File: src/include/wmc_pkg.sv
// Overview of operation
// - Command code 57h is decoded as the log write by DMA.
// - Log write by DMA checks and stores like the PIO log write 3Fh.
// - Abort a log write longer than the log's listed directory length.
// - Abort writes to read-only logs or logs of unsupported or disabled features.
// - Log address from sector number; start sector from cylinder-low current/previous.
// - Command code C5h is decoded as the multi-sector PIO write.
// - Accept sectors from the host, then commit each to the media.
// - Multi-sector write interrupts once per configured block, not per sector.
// - Sector data passes as 16-bit words.
// - Sector count zero means 256 sectors.
// - CHS mode: sector, cylinder high/low and head field give the start.
// - LBA mode: bits 0-23 from sector number, cylinder low, cylinder high.
// - LBA mode: bits 24-27 from the head field.
// - Sector count returns sectors not transferred, zero unless an error stopped it.
// - CHS mode: return address of the last transferred sector.
// - LBA mode: return last transferred LBA in the input layout.
package wmc_pkg;
    localparam logic [7:0] CMD_LOG_DMA_WR = 8'h57;
    localparam logic [7:0] CMD_LOG_PIO_WR = 8'h3F;
    localparam logic [7:0] CMD_MULT_WR    = 8'hC5;
    localparam int         DH_LBA_BIT     = 6;
    localparam int         DH_DRV_BIT     = 4;
    localparam int         ST_BUSY        = 7;
    localparam int         ST_READY       = 6;
    localparam int         ST_SEEK_DONE   = 4;
    localparam int         ST_DRQ         = 3;
    localparam int         ST_ERR         = 0;
    localparam int         ER_ID_NF       = 4;
    localparam int         ER_ABORT       = 2;
    localparam logic [7:0] WORD_LAST      = 8'hFF;
    localparam logic [8:0] CNT_ZERO_SECS  = 9'h100;
    localparam logic [7:0] SECS_PER_TRK   = 8'h3F;
    localparam logic [3:0] HEAD_LAST      = 4'hF;
    localparam logic [7:0] STATUS_RST     = 8'h50;
    localparam logic [7:0] ERROR_RST      = 8'h00;

    typedef struct packed {
        logic [7:0] cnt_prev;
        logic [7:0] cnt;
        logic [7:0] sec;
        logic [7:0] cyl_lo_prev;
        logic [7:0] cyl_lo;
        logic [7:0] cyl_hi;
        logic [7:0] dev_head;
        logic [7:0] cmd;
    } wmc_tf_type;

    typedef struct packed {
        logic [7:0] cnt;
        logic [7:0] sec;
        logic [7:0] cyl_lo;
        logic [7:0] cyl_hi;
        logic [3:0] head;
    } wmc_res_type;

    typedef enum logic [1:0] {
        WMC_IDLE   = 2'b00,
        WMC_XFER   = 2'b01,
        WMC_COMMIT = 2'b10
    } wmc_state_type;
endpackage

File: src/verilog/wmc_write_cmd.sv
`timescale 1ns/1ns
`default_nettype none
module wmc_write_cmd
    import wmc_pkg::*;
(
    // Clock and reset
    input  wire logic        i_mclk,
    input  wire logic        i_rst_b,
    // Task file command
    input  wire logic        i_cmd_wr,
    input  wire wmc_tf_type  i_tf,
    input  wire logic        i_dev_num,
    input  wire logic [7:0]  i_block_size,
    // Log directory facts for the addressed log
    input  wire logic [15:0] i_log_len,
    input  wire logic        i_log_read_only,
    input  wire logic        i_log_feature_ok,
    // Host data words
    input  wire logic        i_data_valid,
    input  wire logic [15:0] i_data,
    output logic             o_data_ready,
    output logic             o_dma_mode,
    // Media side
    output logic             o_media_valid,
    output logic [15:0]      o_media_data,
    output logic             o_commit,
    output logic [27:0]      o_commit_addr,
    input  wire logic        i_commit_done,
    input  wire logic        i_media_err,
    // Results
    output logic [7:0]       o_status,
    output logic [7:0]       o_error,
    output wmc_res_type      o_result,
    output logic             o_intrq
);
    wmc_state_type state;
    wmc_state_type next_state;
    logic [15:0]   rem;
    logic [7:0]    word_cnt;
    logic [7:0]    blk_cnt;
    logic [7:0]    cur_sec;
    logic [15:0]   cur_cyl;
    logic [3:0]    cur_head;
    logic [7:0]    last_sec;
    logic [15:0]   last_cyl;
    logic [3:0]    last_head;
    logic          lba_mode;
    logic          is_log;
    logic          err_flag;

    wire        dev_match   = i_tf.dev_head[DH_DRV_BIT] == i_dev_num;
    wire        tf_lba      = i_tf.dev_head[DH_LBA_BIT];
    wire        new_cmd     = i_cmd_wr && state == WMC_IDLE && dev_match;
    wire        is_c5       = i_tf.cmd == CMD_MULT_WR;
    wire        is_57       = i_tf.cmd == CMD_LOG_DMA_WR;
    wire [15:0] log_cnt     = {i_tf.cnt_prev, i_tf.cnt};
    wire        log_bad     = log_cnt == 16'h0000 || log_cnt > i_log_len
                              || i_log_read_only || !i_log_feature_ok;
    wire        c5_abort    = i_block_size == 8'h00;
    wire        c5_idnf     = !tf_lba && i_tf.sec == 8'h00;
    wire        start_c5    = new_cmd && is_c5 && !c5_abort && !c5_idnf;
    wire        start_57    = new_cmd && is_57 && !log_bad;
    wire        cmd_fail    = new_cmd && !start_c5 && !start_57;
    wire        fail_idnf   = is_c5 && !c5_abort && c5_idnf;
    wire        accept      = state == WMC_XFER && i_data_valid && o_data_ready;
    wire        sector_end  = accept && word_cnt == WORD_LAST;
    wire        commit_ok   = state == WMC_COMMIT && i_commit_done && !i_media_err;
    wire        commit_bad  = state == WMC_COMMIT && i_commit_done && i_media_err;
    wire        last_sector = rem == 16'h0001;
    wire        block_end   = !is_log && blk_cnt + 8'h01 == i_block_size;
    wire [27:0] lba_inc     = 28'({cur_head, cur_cyl, cur_sec}) + 28'h0000001;
    wire        sec_wrap    = cur_sec == SECS_PER_TRK;
    wire        head_wrap   = cur_head == HEAD_LAST;
    wire [7:0]  chs_sec     = sec_wrap ? 8'h01 : cur_sec + 8'h01;
    wire [3:0]  chs_head    = !sec_wrap ? cur_head : (head_wrap ? 4'h0 : cur_head + 4'h1);
    wire [15:0] chs_cyl     = (sec_wrap && head_wrap) ? cur_cyl + 16'h0001 : cur_cyl;
    wire [15:0] c5_cnt      = (i_tf.cnt == 8'h00) ? 16'(CNT_ZERO_SECS)
                              : {8'h00, i_tf.cnt};
    wire        next_ready  = (state == WMC_XFER && !sector_end) || start_c5 || start_57;
    wire        next_intrq  = commit_ok && (last_sector || block_end) || cmd_fail || commit_bad;
    wire [7:0]  next_status = {1'b0,
                               1'b1, 1'b0, 1'b1,
                               state == WMC_XFER && !is_log, 2'b00, err_flag};
    wire        busy_now    = state == WMC_COMMIT;

    always_comb begin
        next_state = state;
        case (state)
            WMC_IDLE: begin
                if (start_c5 || start_57) begin
                    next_state = WMC_XFER;
                end
            end
            WMC_XFER: begin
                if (sector_end) begin
                    next_state = WMC_COMMIT;
                end
            end
            WMC_COMMIT: begin
                if (commit_bad || (commit_ok && last_sector)) begin
                    next_state = WMC_IDLE;
                end else if (commit_ok) begin
                    next_state = WMC_XFER;
                end
            end
            default: begin
                next_state = WMC_IDLE;
            end
        endcase
    end

    always_ff @(posedge i_mclk or negedge i_rst_b) begin
        if (!i_rst_b) begin
            state <= WMC_IDLE;
        end else begin
            state <= next_state;
        end
    end

    always_ff @(posedge i_mclk or negedge i_rst_b) begin
        if (!i_rst_b) begin
            rem      <= 16'h0000;
            blk_cnt  <= 8'h00;
            cur_sec  <= 8'h00;
            cur_cyl  <= 16'h0000;
            cur_head <= 4'h0;
            lba_mode <= 1'b0;
            is_log   <= 1'b0;
        end else if (start_c5) begin
            rem      <= c5_cnt;
            blk_cnt  <= 8'h00;
            cur_sec  <= i_tf.sec;
            cur_cyl  <= {i_tf.cyl_hi, i_tf.cyl_lo};
            cur_head <= i_tf.dev_head[3:0];
            lba_mode <= tf_lba;
            is_log   <= 1'b0;
        end else if (start_57) begin
            rem      <= log_cnt;
            blk_cnt  <= 8'h00;
            cur_sec  <= i_tf.sec;
            cur_cyl  <= {i_tf.cyl_lo_prev, i_tf.cyl_lo};
            cur_head <= 4'h0;
            lba_mode <= 1'b1;
            is_log   <= 1'b1;
        end else if (commit_ok) begin
            rem      <= rem - 16'h0001;
            blk_cnt  <= block_end ? 8'h00 : blk_cnt + 8'h01;
            if (is_log) begin
                cur_cyl <= cur_cyl + 16'h0001;
            end else if (lba_mode) begin
                {cur_head, cur_cyl, cur_sec} <= lba_inc;
            end else begin
                cur_sec  <= chs_sec;
                cur_head <= chs_head;
                cur_cyl  <= chs_cyl;
            end
        end
    end

    always_ff @(posedge i_mclk or negedge i_rst_b) begin
        if (!i_rst_b) begin
            last_sec  <= 8'h00;
            last_cyl  <= 16'h0000;
            last_head <= 4'h0;
        end else if (start_c5) begin
            last_sec  <= i_tf.sec;
            last_cyl  <= {i_tf.cyl_hi, i_tf.cyl_lo};
            last_head <= i_tf.dev_head[3:0];
        end else if (commit_ok) begin
            last_sec  <= cur_sec;
            last_cyl  <= cur_cyl;
            last_head <= cur_head;
        end
    end

    always_ff @(posedge i_mclk or negedge i_rst_b) begin
        if (!i_rst_b) begin
            word_cnt <= 8'h00;
        end else if (start_c5 || start_57) begin
            word_cnt <= 8'h00;
        end else if (accept) begin
            word_cnt <= word_cnt + 8'h01;
        end
    end

    always_ff @(posedge i_mclk or negedge i_rst_b) begin
        if (!i_rst_b) begin
            err_flag <= 1'b0;
            o_error  <= ERROR_RST;
        end else if (cmd_fail) begin
            err_flag <= 1'b1;
            o_error  <= {3'b000, fail_idnf, 1'b0, !fail_idnf, 2'b00};
        end else if (commit_bad) begin
            err_flag <= 1'b1;
            o_error  <= {3'b000, 1'b1, 4'b0000};
        end else if (new_cmd) begin
            err_flag <= 1'b0;
            o_error  <= ERROR_RST;
        end
    end

    always_ff @(posedge i_mclk or negedge i_rst_b) begin
        if (!i_rst_b) begin
            o_status      <= STATUS_RST;
            o_result      <= '0;
            o_data_ready  <= 1'b0;
            o_dma_mode    <= 1'b0;
            o_media_valid <= 1'b0;
            o_media_data  <= 16'h0000;
            o_commit      <= 1'b0;
            o_commit_addr <= 28'h0000000;
            o_intrq       <= 1'b0;
        end else begin
            o_status      <= {busy_now, next_status[6:0]};
            o_result      <= {rem[7:0], last_sec, last_cyl[7:0], last_cyl[15:8], last_head};
            o_data_ready  <= next_ready;
            o_dma_mode    <= start_57 || (is_log && state != WMC_IDLE && !commit_ok);
            o_media_valid <= accept;
            o_media_data  <= i_data;
            o_commit      <= sector_end;
            o_commit_addr <= {cur_head, cur_cyl, cur_sec};
            o_intrq       <= next_intrq;
        end
    end
endmodule
`default_nettype wire

File: config.mk
export PLATFORM = sky130hd
export DESIGN_NAME = wmc_write_cmd
export DESIGN_NICKNAME = d
export VERILOG_FILES = /design/src/include/wmc_pkg.sv /design/src/verilog/wmc_write_cmd.sv
export SDC_FILE = /design/constraint.sdc
export NUM_CORES = 1
export LEC_CHECK = 0
export BUFFER_PORTS_ARGS = -buffer_cell sky130_fd_sc_hd__buf_2
export CORE_MARGIN = 3
export CORE_UTILIZATION = 48
export DETAILED_ROUTE_END_ITERATION = 10
export PLACE_DENSITY = 0.76
export SLEW_MARGIN = 20
export SYNTH_ARGS = -nofsm -noshare
export SYNTH_HDL_FRONTEND = slang
export SYNTH_SLANG_ARGS = --single-unit
File: constraint.sdc
create_clock -name i_mclk -period 2.3 [get_ports i_mclk]
set_input_delay 0.46 -clock i_mclk [delete_from_list [all_inputs] [get_ports i_mclk]]
set_output_delay 0.46 -clock i_mclk [all_outputs]
set_load 0.02 [all_outputs]
== Yosys cells after proc, flatten, opt, wreduce, memory -nomap -nowiden ==
Index checks and enable logic that the tools add are counted.

* Multiplexer cells: 49
* Reductions and logical operators: 66
* Magnitude comparators: 1
* Eq/ne operators: 14
* Add/sub/neg operators: 7

{| class="wikitable"
|+ Operator list
! kind !! count
|-
| 2-to-1 mux 16 bit || 11
|-
| 2-to-1 mux 8 bit || 17
|-
| 2-to-1 mux 4 bit || 9
|-
| adder 28 x 1 -> 28 bit (second input constant) || 1
|-
| logical AND 1 bit || 26
|-
| adder 8 x 1 -> 8 bit (second input constant) || 3
|-
| zero test 8 bit || 3
|-
| adder 16 x 1 -> 16 bit (second input constant) || 1
|-
| equality test 16 x 1 -> 1 bit (second input constant) || 1
|-
| equality test 8 bit (second input constant) || 2
|-
| > comparator 16 bit || 1
|-
| zero test 16 bit || 1
|-
| subtractor 16 x 1 -> 16 bit (second input constant) || 1
|-
| zero test 1 bit || 12
|-
| logical OR 1 bit || 11
|-
| 2-to-1 mux 9 bit || 1
|-
| equality test 8 x 6 -> 1 bit (second input constant) || 1
|-
| equality test 8 x 7 -> 1 bit (second input constant) || 1
|-
| equality test 8 bit || 1
|-
| 2-to-1 mux 2 bit || 4
|-
| nonzero test 2 bit || 4
|-
| 2-to-1 mux 1 bit || 6
|-
| case mux 2 bit (3 select lines) || 1
|-
| AND reduction 3 bit || 2
|-
| other kinds (14) || 16
|}

* Input port bits: 113
* Logic and storage cells: 164
* Register bits after elaboration: 189

== Logic depth before layout (Yosys ltp) ==
Gate-level depths: netlist of the first run.

* Depth in word-level cells: 11
* Gate-level depth with buffers: 10

== Least setup slack after synthesis of the first run ==
Ideal clock, no wire load.

* Path type: in2reg
* Start: input i_log_len[15]
* End: register rem[7]
* Setup slack: -203 ps
* Arrival: 2377 ps
* Cell stages on the path: 9
* Required time: 2174 ps
* Buffers on the path: 1
* Cells stage by stage: inv_1 -> ha_1 -> nand4_1 -> nor4_1 -> a21boi_1 -> o31a_1 -> o21ai_1 -> buf_2 -> a221o_1

* Word-level cells in the longest chain between the ends: 8
* Elaborated cells on any way between the ends: 9

{| class="wikitable"
|+ RTL lines
! element !! RTL line !! RTL
|-
| start: declaration || wmc_write_cmd.sv:15 || <nowiki>input wire logic [15:0] i_log_len,</nowiki>
|-
| > comparator 16 bit * || wmc_write_cmd.sv:57 || <nowiki>wire log_bad = log_cnt == 16'h0000 || log_cnt > i_log_len</nowiki>
|-
| logical OR 1 bit * || wmc_write_cmd.sv:57 ||
|-
| logical OR 1 bit * (2 in a row) || wmc_write_cmd.sv:58 || <nowiki>|| i_log_read_only || !i_log_feature_ok;</nowiki>
|-
| zero test 1 bit * || wmc_write_cmd.sv:62 || <nowiki>wire start_57 = new_cmd && is_57 && !log_bad;</nowiki>
|-
| logical AND 1 bit * || wmc_write_cmd.sv:62 ||
|-
| 2-to-1 mux 16 bit || wmc_write_cmd.sv:137 || <nowiki>end else if (start_57) begin</nowiki>
|-
| 2-to-1 mux 16 bit || wmc_write_cmd.sv:129 || <nowiki>end else if (start_c5) begin</nowiki>
|-
| end signal: assignment || wmc_write_cmd.sv:130 || <nowiki>rem <= c5_cnt;</nowiki>
|-
| end signal: assignment || wmc_write_cmd.sv:138 || <nowiki>rem <= log_cnt;</nowiki>
|-
| end signal: assignment || wmc_write_cmd.sv:146 || <nowiki>rem <= rem - 16'h0001;</nowiki>
|-
| end: declaration || wmc_write_cmd.sv:38 || <nowiki>logic [15:0] rem;</nowiki>
|}

Every way passes the cells marked *; elsewhere a longest branch is shown, timed or not.
A chain may end at the register's enable or synchronous reset.

== Worst setup path in the final report of the first run ==
* Start: input i_tf[43] (netlist bit)
* End: register rem[1]

* Word-level cells in the longest chain between the ends: 5
* Elaborated cells on any way between the ends: 6

{| class="wikitable"
|+ RTL lines
! element !! RTL line !! RTL
|-
| start: declaration || wmc_write_cmd.sv:11 || <nowiki>input wire wmc_tf_type i_tf,</nowiki>
|-
| zero test 8 bit * || wmc_write_cmd.sv:60 || <nowiki>wire c5_idnf = !tf_lba && i_tf.sec == 8'h00;</nowiki>
|-
| logical AND 1 bit * || wmc_write_cmd.sv:60 ||
|-
| zero test 1 bit * || wmc_write_cmd.sv:61 || <nowiki>wire start_c5 = new_cmd && is_c5 && !c5_abort && !c5_idnf;</nowiki>
|-
| logical AND 1 bit * || wmc_write_cmd.sv:61 ||
|-
| nonzero test 3 bit (no source line) or 2-to-1 mux 16 bit (tied branches) || - ||
|}

Marks and branches as above.

==> results of run 1 <==
## worst max-delay path by stage
stage	from	slack, ns	cells after the start	endpoint
3_3_place_gp	i_tf[43]	-0.31	10	cur_cyl[6]
5_1_grt	cur_sec[1]	-0.04	9	cur_cyl[5]
4_1_cts	blk_cnt[0]	0.04	10	blk_cnt[3]
3_5_place_dp	i_tf[43]	-0.35	10	cur_cyl[6]
6_report	i_tf[43]	0.01	10	rem[1]
2_1_floorplan	i_log_len[11]	-0.08	9	rem[7]
## layout make-up
class / count / area [µm²] / area share
clock inverters: 10 / 143 / 0.0126
multi-input cells: 547 / 3690 / 0.327
inverters: 30 / 113 / 0.00998
well taps: 220 / 275 / 0.0244
flip-flops and latches: 183 / 4580 / 0.406
repair buffers: 322 / 2020 / 0.179
clock buffers: 21 / 470 / 0.0417
## layout by cell type, fill, tap and decap left out, types with 7 or more instances in the layout
cell type / n
sky130_fd_sc_hd__buf_2: 199
sky130_fd_sc_hd__dfrtp_1: 183
sky130_fd_sc_hd__buf_4: 111
sky130_fd_sc_hd__nand2_1: 100
sky130_fd_sc_hd__nor2_1: 61
sky130_fd_sc_hd__o21ai_0: 40
sky130_fd_sc_hd__inv_1: 30
sky130_fd_sc_hd__xnor2_1: 24
sky130_fd_sc_hd__nand3_1: 23
sky130_fd_sc_hd__a22oi_1: 22
sky130_fd_sc_hd__xor2_1: 17
sky130_fd_sc_hd__clkbuf_16: 17
sky130_fd_sc_hd__nand4_1: 16
sky130_fd_sc_hd__a21oi_1: 16
sky130_fd_sc_hd__nor3_1: 16
sky130_fd_sc_hd__ha_1: 16
sky130_fd_sc_hd__mux2i_1: 13
sky130_fd_sc_hd__nor4_1: 12
sky130_fd_sc_hd__conb_1: 11
sky130_fd_sc_hd__a211oi_1: 10
sky130_fd_sc_hd__o21ai_1: 9
sky130_fd_sc_hd__a31oi_1: 8
sky130_fd_sc_hd__or3_1: 7
sky130_fd_sc_hd__nor3_2: 7
sky130_fd_sc_hd__ha_4: 7
## repair_timing
| action | in CTS | in global routing |
|---|---|---|
| pin swaps | 0 | 15 |
| gates resized for setup | 2 | 49 |
| setup endpoints to repair | 2 | 38 |
| setup buffers | 0 | 10 |
## power breakdown
group / switching [mW] / internal [mW]
combinational: 0.459 / 0.344
sequential: 0.101 / 3.35
clock: 1.23 / 1.80
## logic make-up after synthesis
group	Yosys count	share of synthesized area
and+or+nand+nor	293	0.175
DFF	183	0.551
AOI/OAI and AO/OA	164	0.136
buffers and inverters	72	0.0415
xor gates and xnor gates	41	0.0432
adders and majority gates	23	0.0346
muxes	15	0.0184
other	2	0.000903
## per-stage QoR
step	utilization	power [mW]
floorplan	-	3.85
global placement	0.616	4.26
detailed placement	0.616	4.28
CTS	0.653	7.29
global route	0.673	7.56
finish	0.673	7.28
## metal layers
metal  vias up  share of wire  track usage
met5         -        0.00030            0
met4         2          0.023       0.0892
met3        50          0.063       0.0486
met2       293           0.50        0.405
met1      3540           0.41        0.317
li1       3416              -            -
## state kept, by name (all words and copies together), names as in the netlist, 16 cells and up
signal	cells
o_commit_addr	28
o_media_data	16
rem	16
last_cyl	16
cur_cyl	16
o_result	36
## worst max-delay path: stages
cell                        delay, ns
sky130_fd_sc_hd__buf_2           0.11
sky130_fd_sc_hd__or4_1           0.53
sky130_fd_sc_hd__nor4_2          0.23
sky130_fd_sc_hd__buf_4           0.17
sky130_fd_sc_hd__and4bb_2        0.29
sky130_fd_sc_hd__buf_12          0.18
sky130_fd_sc_hd__a21oi_2         0.15
sky130_fd_sc_hd__buf_4           0.14
sky130_fd_sc_hd__a2bb2oi_1       0.18
sky130_fd_sc_hd__a21boi_2        0.20
==> results_dict.tcl, run 1 <==
set metrics [dict create \
    die_height_um 138 \
    cp_data_arrival_time_ns 2.63 \
    grt-ovfl-total 0 \
    netlist_instances 793 \
    clock_path_buffers 2 \
    final.min_clock_period_ns 2.29 \
    syn_avg_cell_area_um2 10.5 \
    fill_cells 1274 \
    drt_first_iter_violations 526 \
    dpl.cell_count 1292 \
    first_global_vias 7111 \
    netlist.area_leader.share 0.551 \
    post_drt_via_cell_ratio 5.48 \
    power.density_cell_area_mw_per_mm2 646 \
    run_status "finished, final reports clean" \
    clk_root_buffer_cell "sky130_fd_sc_hd__clkbuf_16" \
    numClockSinks 183 \
    ys_seq_elements 183 \
    drt_pre_antenna_iters 5 \
    number_of_flops_mapped_to_enable_cells_by_yosys 0 \
    fin_nets 1237 \
    design_area_mm2 0.0113 \
    cellLeakagePower_nw 5.76 \
    finalSetupTns_ns 0 \
    place_hpwl_mm 16.8 \
    regToRegEndpoint "cur_cyl[5]" \
    clk_pin_slew_worst_paths_ns 0.06 \
    worst_clock_skew_ns 0.00932 \
    holdCritPathClass "primary input to asynchronous set/reset pin" \
    syn2layout_area_growth_pct 35.7 \
    yosysTopAreaCell "sky130_fd_sc_hd__dfrtp_1" \
    wire_length_of_the_first_global_routing_pass_mm 36.0 \
    synth.yosys.warnings 0 \
    cap_violations 0 \
    overall_via_count_from_detail_route 7301 \
    slew_margin_rel 0.560 \
    stdcell_count 1333 \
    antenna_found_initial 1 \
    timing.final.ws_setup_ns 0.0142 \
    io_pins 214 \
    transition_time_at_the_pin_with_the_least_slew_margin_ns 0.660 \
    drc 0 \
    clock_latency_ns 0.43 \
    required_ns 2.65 \
    finalHoldWorstSlack_ns 0.0180 \
    wirelength_mm 23.0 \
    path_class "primary input to flip-flop" \
    setup_repair_after_global_routing_missed_its_margin "yes" \
    rr_worst_depth 9 \
    finalSetupViolCount 0 \
    buffer_ports.inserted 200 \
    cts_tree "done" \
    route.detailed.wl_per_inst_um 17.3 \
    overall_global_routing_usage 0.244 \
    synth_area_mm2 0.00831 \
    yosysMostFrequentCell "sky130_fd_sc_hd__dfrtp_1" \
    num_antenna_cells 0 \
    preCtsSetupSlack_ns -0.353 \
    dominant_cells_by_area_after_synthesis "sky130_fd_sc_hd__dfrtp_1 (55%), sky130_fd_sc_hd__nand2_1 (4.6%), sky130_fd_sc_hd__ha_1 (3.5%)" \
    setup.worst_path.start_class "primary input" \
    end_kind "flip-flop" \
    ff2ff_setup_slack_ns 0.08 \
    synthTopCellsByCount "sky130_fd_sc_hd__dfrtp_1 (183), sky130_fd_sc_hd__nand2_1 (101), sky130_fd_sc_hd__nor2_1 (64), sky130_fd_sc_hd__o21ai_0 (43), sky130_fd_sc_hd__inv_1 (30)" \
    ys.flop_type "sky130_fd_sc_hd__dfrtp_1" \
    report.final.slew_viol_count 0 \
    floorplan.die_area_mm2 0.0189 \
    hold_viol_final 0 \
    clock_tree.htree_level_count 4 \
    ir_drop_mv 0.514 \
    netlist-cell-type-count 74 \
    die_width_um 138 \
    total_number_of_placement_rows 47 \
    layout_worst_path_cycle_share 0.994 \
    max_freq_mhz 437 \
    cts_made_buffers 17 \
    async_reset_ff_frac 1.00 \
    placed_cell_area_mm2 0.0103 \
    initial_utilization 0.496 \
    sequential_share_of_the_synthesized_area 0.551 \
    core_area_mm2 0.0168 \
    r2r_start "cur_sec[1]" \
    finalWeightedCongestion 0.926 \
    postRouteAntennaNets 0 \
    pin_count_of_the_biggest_net_entering_global_routing 68 \
    fraction_of_final_layout_cells_with_drive_strength_greater_than_1 0.362 \
    cts_hold_buf 0 \
    worst-path-max-fanout 23 \
]
(Power assumes the default switching activity.)
==> run 2: changes to the inputs <==
- ABC_AREA: not set -> 1
- CORE_UTILIZATION: 48 -> 50
- CTS_BUF_LIST: not set -> sky130_fd_sc_hd__clkbuf_8
- PLACE_DENSITY: 0.76 -> 0.78
==> results_dict.tcl, run 2 <==
set metrics [dict create \
    finalWeightedCongestion 0.965 \
    initial_utilization 0.520 \
    die_height_um 139 \
    wire_length_of_the_first_global_routing_pass_mm 37.6 \
    crit_chain "or2_1 -> inv_2 -> nand2_2 -> nor2_4 -> nand3_2 -> nor2b_2 -> nand2_4 -> nand2_4 -> inv_1 -> buf_4 -> nand2_1 -> nand2_1 -> nand2_1 -> nand2_1" \
    clock_latency_ns 0.46 \
    critical_path.most_common_cell "sky130_fd_sc_hd__nand2_1" \
    layout_worst_path_cycle_share 0.911 \
    synth.yosys.warnings 0 \
    drt_first_iter_violations 680 \
    finalSetupTns_ns 0 \
    grt-ovfl-total 0 \
    layout_common_cells "sky130_fd_sc_hd__nand2_1 (314), sky130_fd_sc_hd__buf_2 (199), sky130_fd_sc_hd__dfrtp_1 (183)" \
    cp_num_buf_inv 3 \
    ys_seq_elements 183 \
    max_freq_mhz 477 \
    timing.final.ws_setup_ns 0.205 \
    post_drt_via_cell_ratio 5.20 \
    transition_time_at_the_pin_with_the_least_slew_margin_ns 0.619 \
    preCtsSetupSlack_ns -0.0355 \
    buffer_ports.inserted 200 \
    setup_repair_after_global_routing_missed_its_margin "no" \
    clock_tree.htree_level_count 4 \
    synthTopCellsByCount "sky130_fd_sc_hd__nand2_1 (314), sky130_fd_sc_hd__dfrtp_1 (183), sky130_fd_sc_hd__inv_1 (95), sky130_fd_sc_hd__nor2_1 (84), sky130_fd_sc_hd__nand3_1 (67)" \
    run_status "finished, final reports clean" \
    pin_count_of_the_biggest_net_entering_global_routing 59 \
    setup.worst_path.start_class "flip-flop" \
    report.final.slew_viol_count 0 \
    layout.cells.most_common "sky130_fd_sc_hd__nand2_1" \
    first_global_vias 7610 \
    final.min_clock_period_ns 2.09 \
    yosysMostFrequentCell "sky130_fd_sc_hd__nand2_1" \
    hold_viol_final 0 \
    core_occupancy_in_the_finished_layout 0.631 \
    die_width_um 139 \
    end_kind "flip-flop" \
    total_number_of_placement_rows 47 \
    netlist.area_leader.share 0.520 \
    top_regs "o_result (36), o_commit_addr (28)" \
    syn_avg_cell_area_um2 8.54 \
    cp_slowest_cell "sky130_fd_sc_hd__dfrtp_1" \
    worst_clock_skew_ns 0.0104 \
    drt_pre_antenna_iters 6 \
    largest_register_ffs 36 \
    ys.flop_type "sky130_fd_sc_hd__dfrtp_1" \
    core_area_mm2 0.0169 \
    holdCritPathClass "primary input to flip-flop" \
    cts_made_buffers 17 \
    power.density_cell_area_mw_per_mm2 607 \
    path_class "flip-flop to flip-flop" \
    overall_via_count_from_detail_route 7832 \
    yosysTopAreaCell "sky130_fd_sc_hd__dfrtp_1" \
    synth_area_mm2 0.00881 \
    cp_top_family "simple AND/OR/NAND/NOR gates" \
    finalHoldWorstSlack_ns 0.102 \
    place_hpwl_mm 17.1 \
    clock_path_buffers 2 \
    worst-path-max-fanout 8 \
    dominant_cells_by_area_after_synthesis "sky130_fd_sc_hd__dfrtp_1 (52%), sky130_fd_sc_hd__nand2_1 (13%), sky130_fd_sc_hd__inv_1 (4.0%)" \
    postRouteAntennaNets 0 \
    numClockSinks 183 \
    netlist_instances 1032 \
    fraction_of_final_layout_cells_with_drive_strength_greater_than_1 0.236 \
    cp_data_arrival_time_ns 2.45 \
    finalSetupViolCount 0 \
    clk_root_buffer_cell "sky130_fd_sc_hd__clkbuf_8" \
    netlist-cell-type-count 39 \
    slew_margin_rel 0.587 \
    ir_drop_mv 0.350 \
    cellLeakagePower_nw 5.66 \
    clk_pin_slew_worst_paths_ns 0.09 \
    wirelength_mm 22.4 \
    p_total_mw 6.48 \
    cts_tree "done" \
    route.detailed.wl_per_inst_um 14.9 \
    timing.critical_path.slowest_cell_delay_ns 0.41 \
    regMostFlops "o_result" \
    sequential_share_of_the_synthesized_area 0.520 \
    io_pins 214 \
    floorplan.die_area_mm2 0.0192 \
    overall_global_routing_usage 0.237 \
    antenna_found_initial 2 \
    syn2layout_area_growth_pct 21.2 \
    drc 0 \
    number_of_flops_mapped_to_enable_cells_by_yosys 0 \
    cap_violations 0 \
    fin_nets 1407 \
    async_reset_ff_frac 1.00 \
    required_ns 2.66 \
]
run 2: cell count changes after synthesis, moves of 12 or more:
cell,delta
sky130_fd_sc_hd__nor2_1,+20
sky130_fd_sc_hd__a22oi_1,-21
sky130_fd_sc_hd__nand3_1,+43
sky130_fd_sc_hd__inv_1,+65
sky130_fd_sc_hd__nor4_1,-13
sky130_fd_sc_hd__nand2_1,+213
sky130_fd_sc_hd__xnor2_1,-16
sky130_fd_sc_hd__mux2i_1,-12
sky130_fd_sc_hd__o211ai_1,+14
sky130_fd_sc_hd__xor2_1,+21
run 2: worst paths after layout:
check	startpoint	endpoint	slack [ns]	cells after the start
hold / removal	i_data[10]	o_media_data[10]	0.10	1
setup reg to reg	state[0]	cur_head[1]	0.21	14
min in group asynchronous	i_rst_b	o_commit_addr[18]	0.54	2
max in group asynchronous	i_rst_b	o_result[11]	1.08	3
setup / recovery	state[0]	cur_head[1]	0.21	14
hold reg to reg	last_cyl[9]	o_result[5]	0.38	0
run 2: cells by family (layout without fill, tap and decap cells):
family	count (synthesis)	after routing	synth area share
fa+ha+maj	23	23	0.0327
flops	183	183	0.520
other cells	2	13	0.000853
simple gates	541	541	0.265
xor+xnor	46	46	0.0457
mux	1	1	0.00114
compound gates	97	97	0.0653
buf+inv	139	381	0.0695
run 2: worst reg2reg max path: stages (launching register included):
cell and delay [ns]:
sky130_fd_sc_hd__dfrtp_1 0.41, sky130_fd_sc_hd__or2_1 0.25, sky130_fd_sc_hd__inv_2 0.09, sky130_fd_sc_hd__nand2_2 0.07, sky130_fd_sc_hd__nor2_4 0.18, sky130_fd_sc_hd__nand3_2 0.10, sky130_fd_sc_hd__nor2b_2 0.20, sky130_fd_sc_hd__nand2_4 0.13
sky130_fd_sc_hd__nand2_4 0.11, sky130_fd_sc_hd__inv_1 0.09, sky130_fd_sc_hd__buf_4 0.15, sky130_fd_sc_hd__nand2_1 0.06, sky130_fd_sc_hd__nand2_1 0.05, sky130_fd_sc_hd__nand2_1 0.07, sky130_fd_sc_hd__nand2_1 0.04
run 2: what timing repair did:
action,CTS,global route
hold endpoints to repair,35,0
buffers inserted,0,2
setup endpoints to repair,0,33
resized for setup,0,2
hold buffers,1,0
run 2: through the flow:
| step | cell area [µm²] | std cells |
|---|---|---|
| global route | 10700 | 1505 |
| global placement | 10300 | 1469 |
| detailed placement | 10300 | 1469 |
| finish | 10700 | 1505 |
| floorplan | 8840 | 1041 |
| CTS | 10700 | 1501 |
run 2: final cells by class:
| cell class | instances | area (µm²) |
|---|---|---|
| clock inverter | 13 | 95.1 |
| antenna | 2 | 5.00 |
| fill | 1464 | 6260 |
| tap | 220 | 275 |
| multi-input combinational | 719 | 3660 |
| inverter | 104 | 390 |
| sequential | 183 | 4580 |
| clock buffer | 18 | 248 |
| timing repair buffer | 246 | 1430 |
run 2: per-layer routing:
layer	track usage	share of wire	up-vias
met2	0.381	0.47	308
li1	-	-	3779
met5	0	0	-
met3	0.0393	0.068	40
met1	0.326	0.44	3705
met4	0.0906	0.026	0
run 2: report_power, final:
group          switching (mW)  internal [mW]  leakage (nW)
clock network            1.14          0.783         0.183
logic                   0.574          0.373          3.20
registers               0.169           3.43          2.28
total                    1.89           4.59          5.66
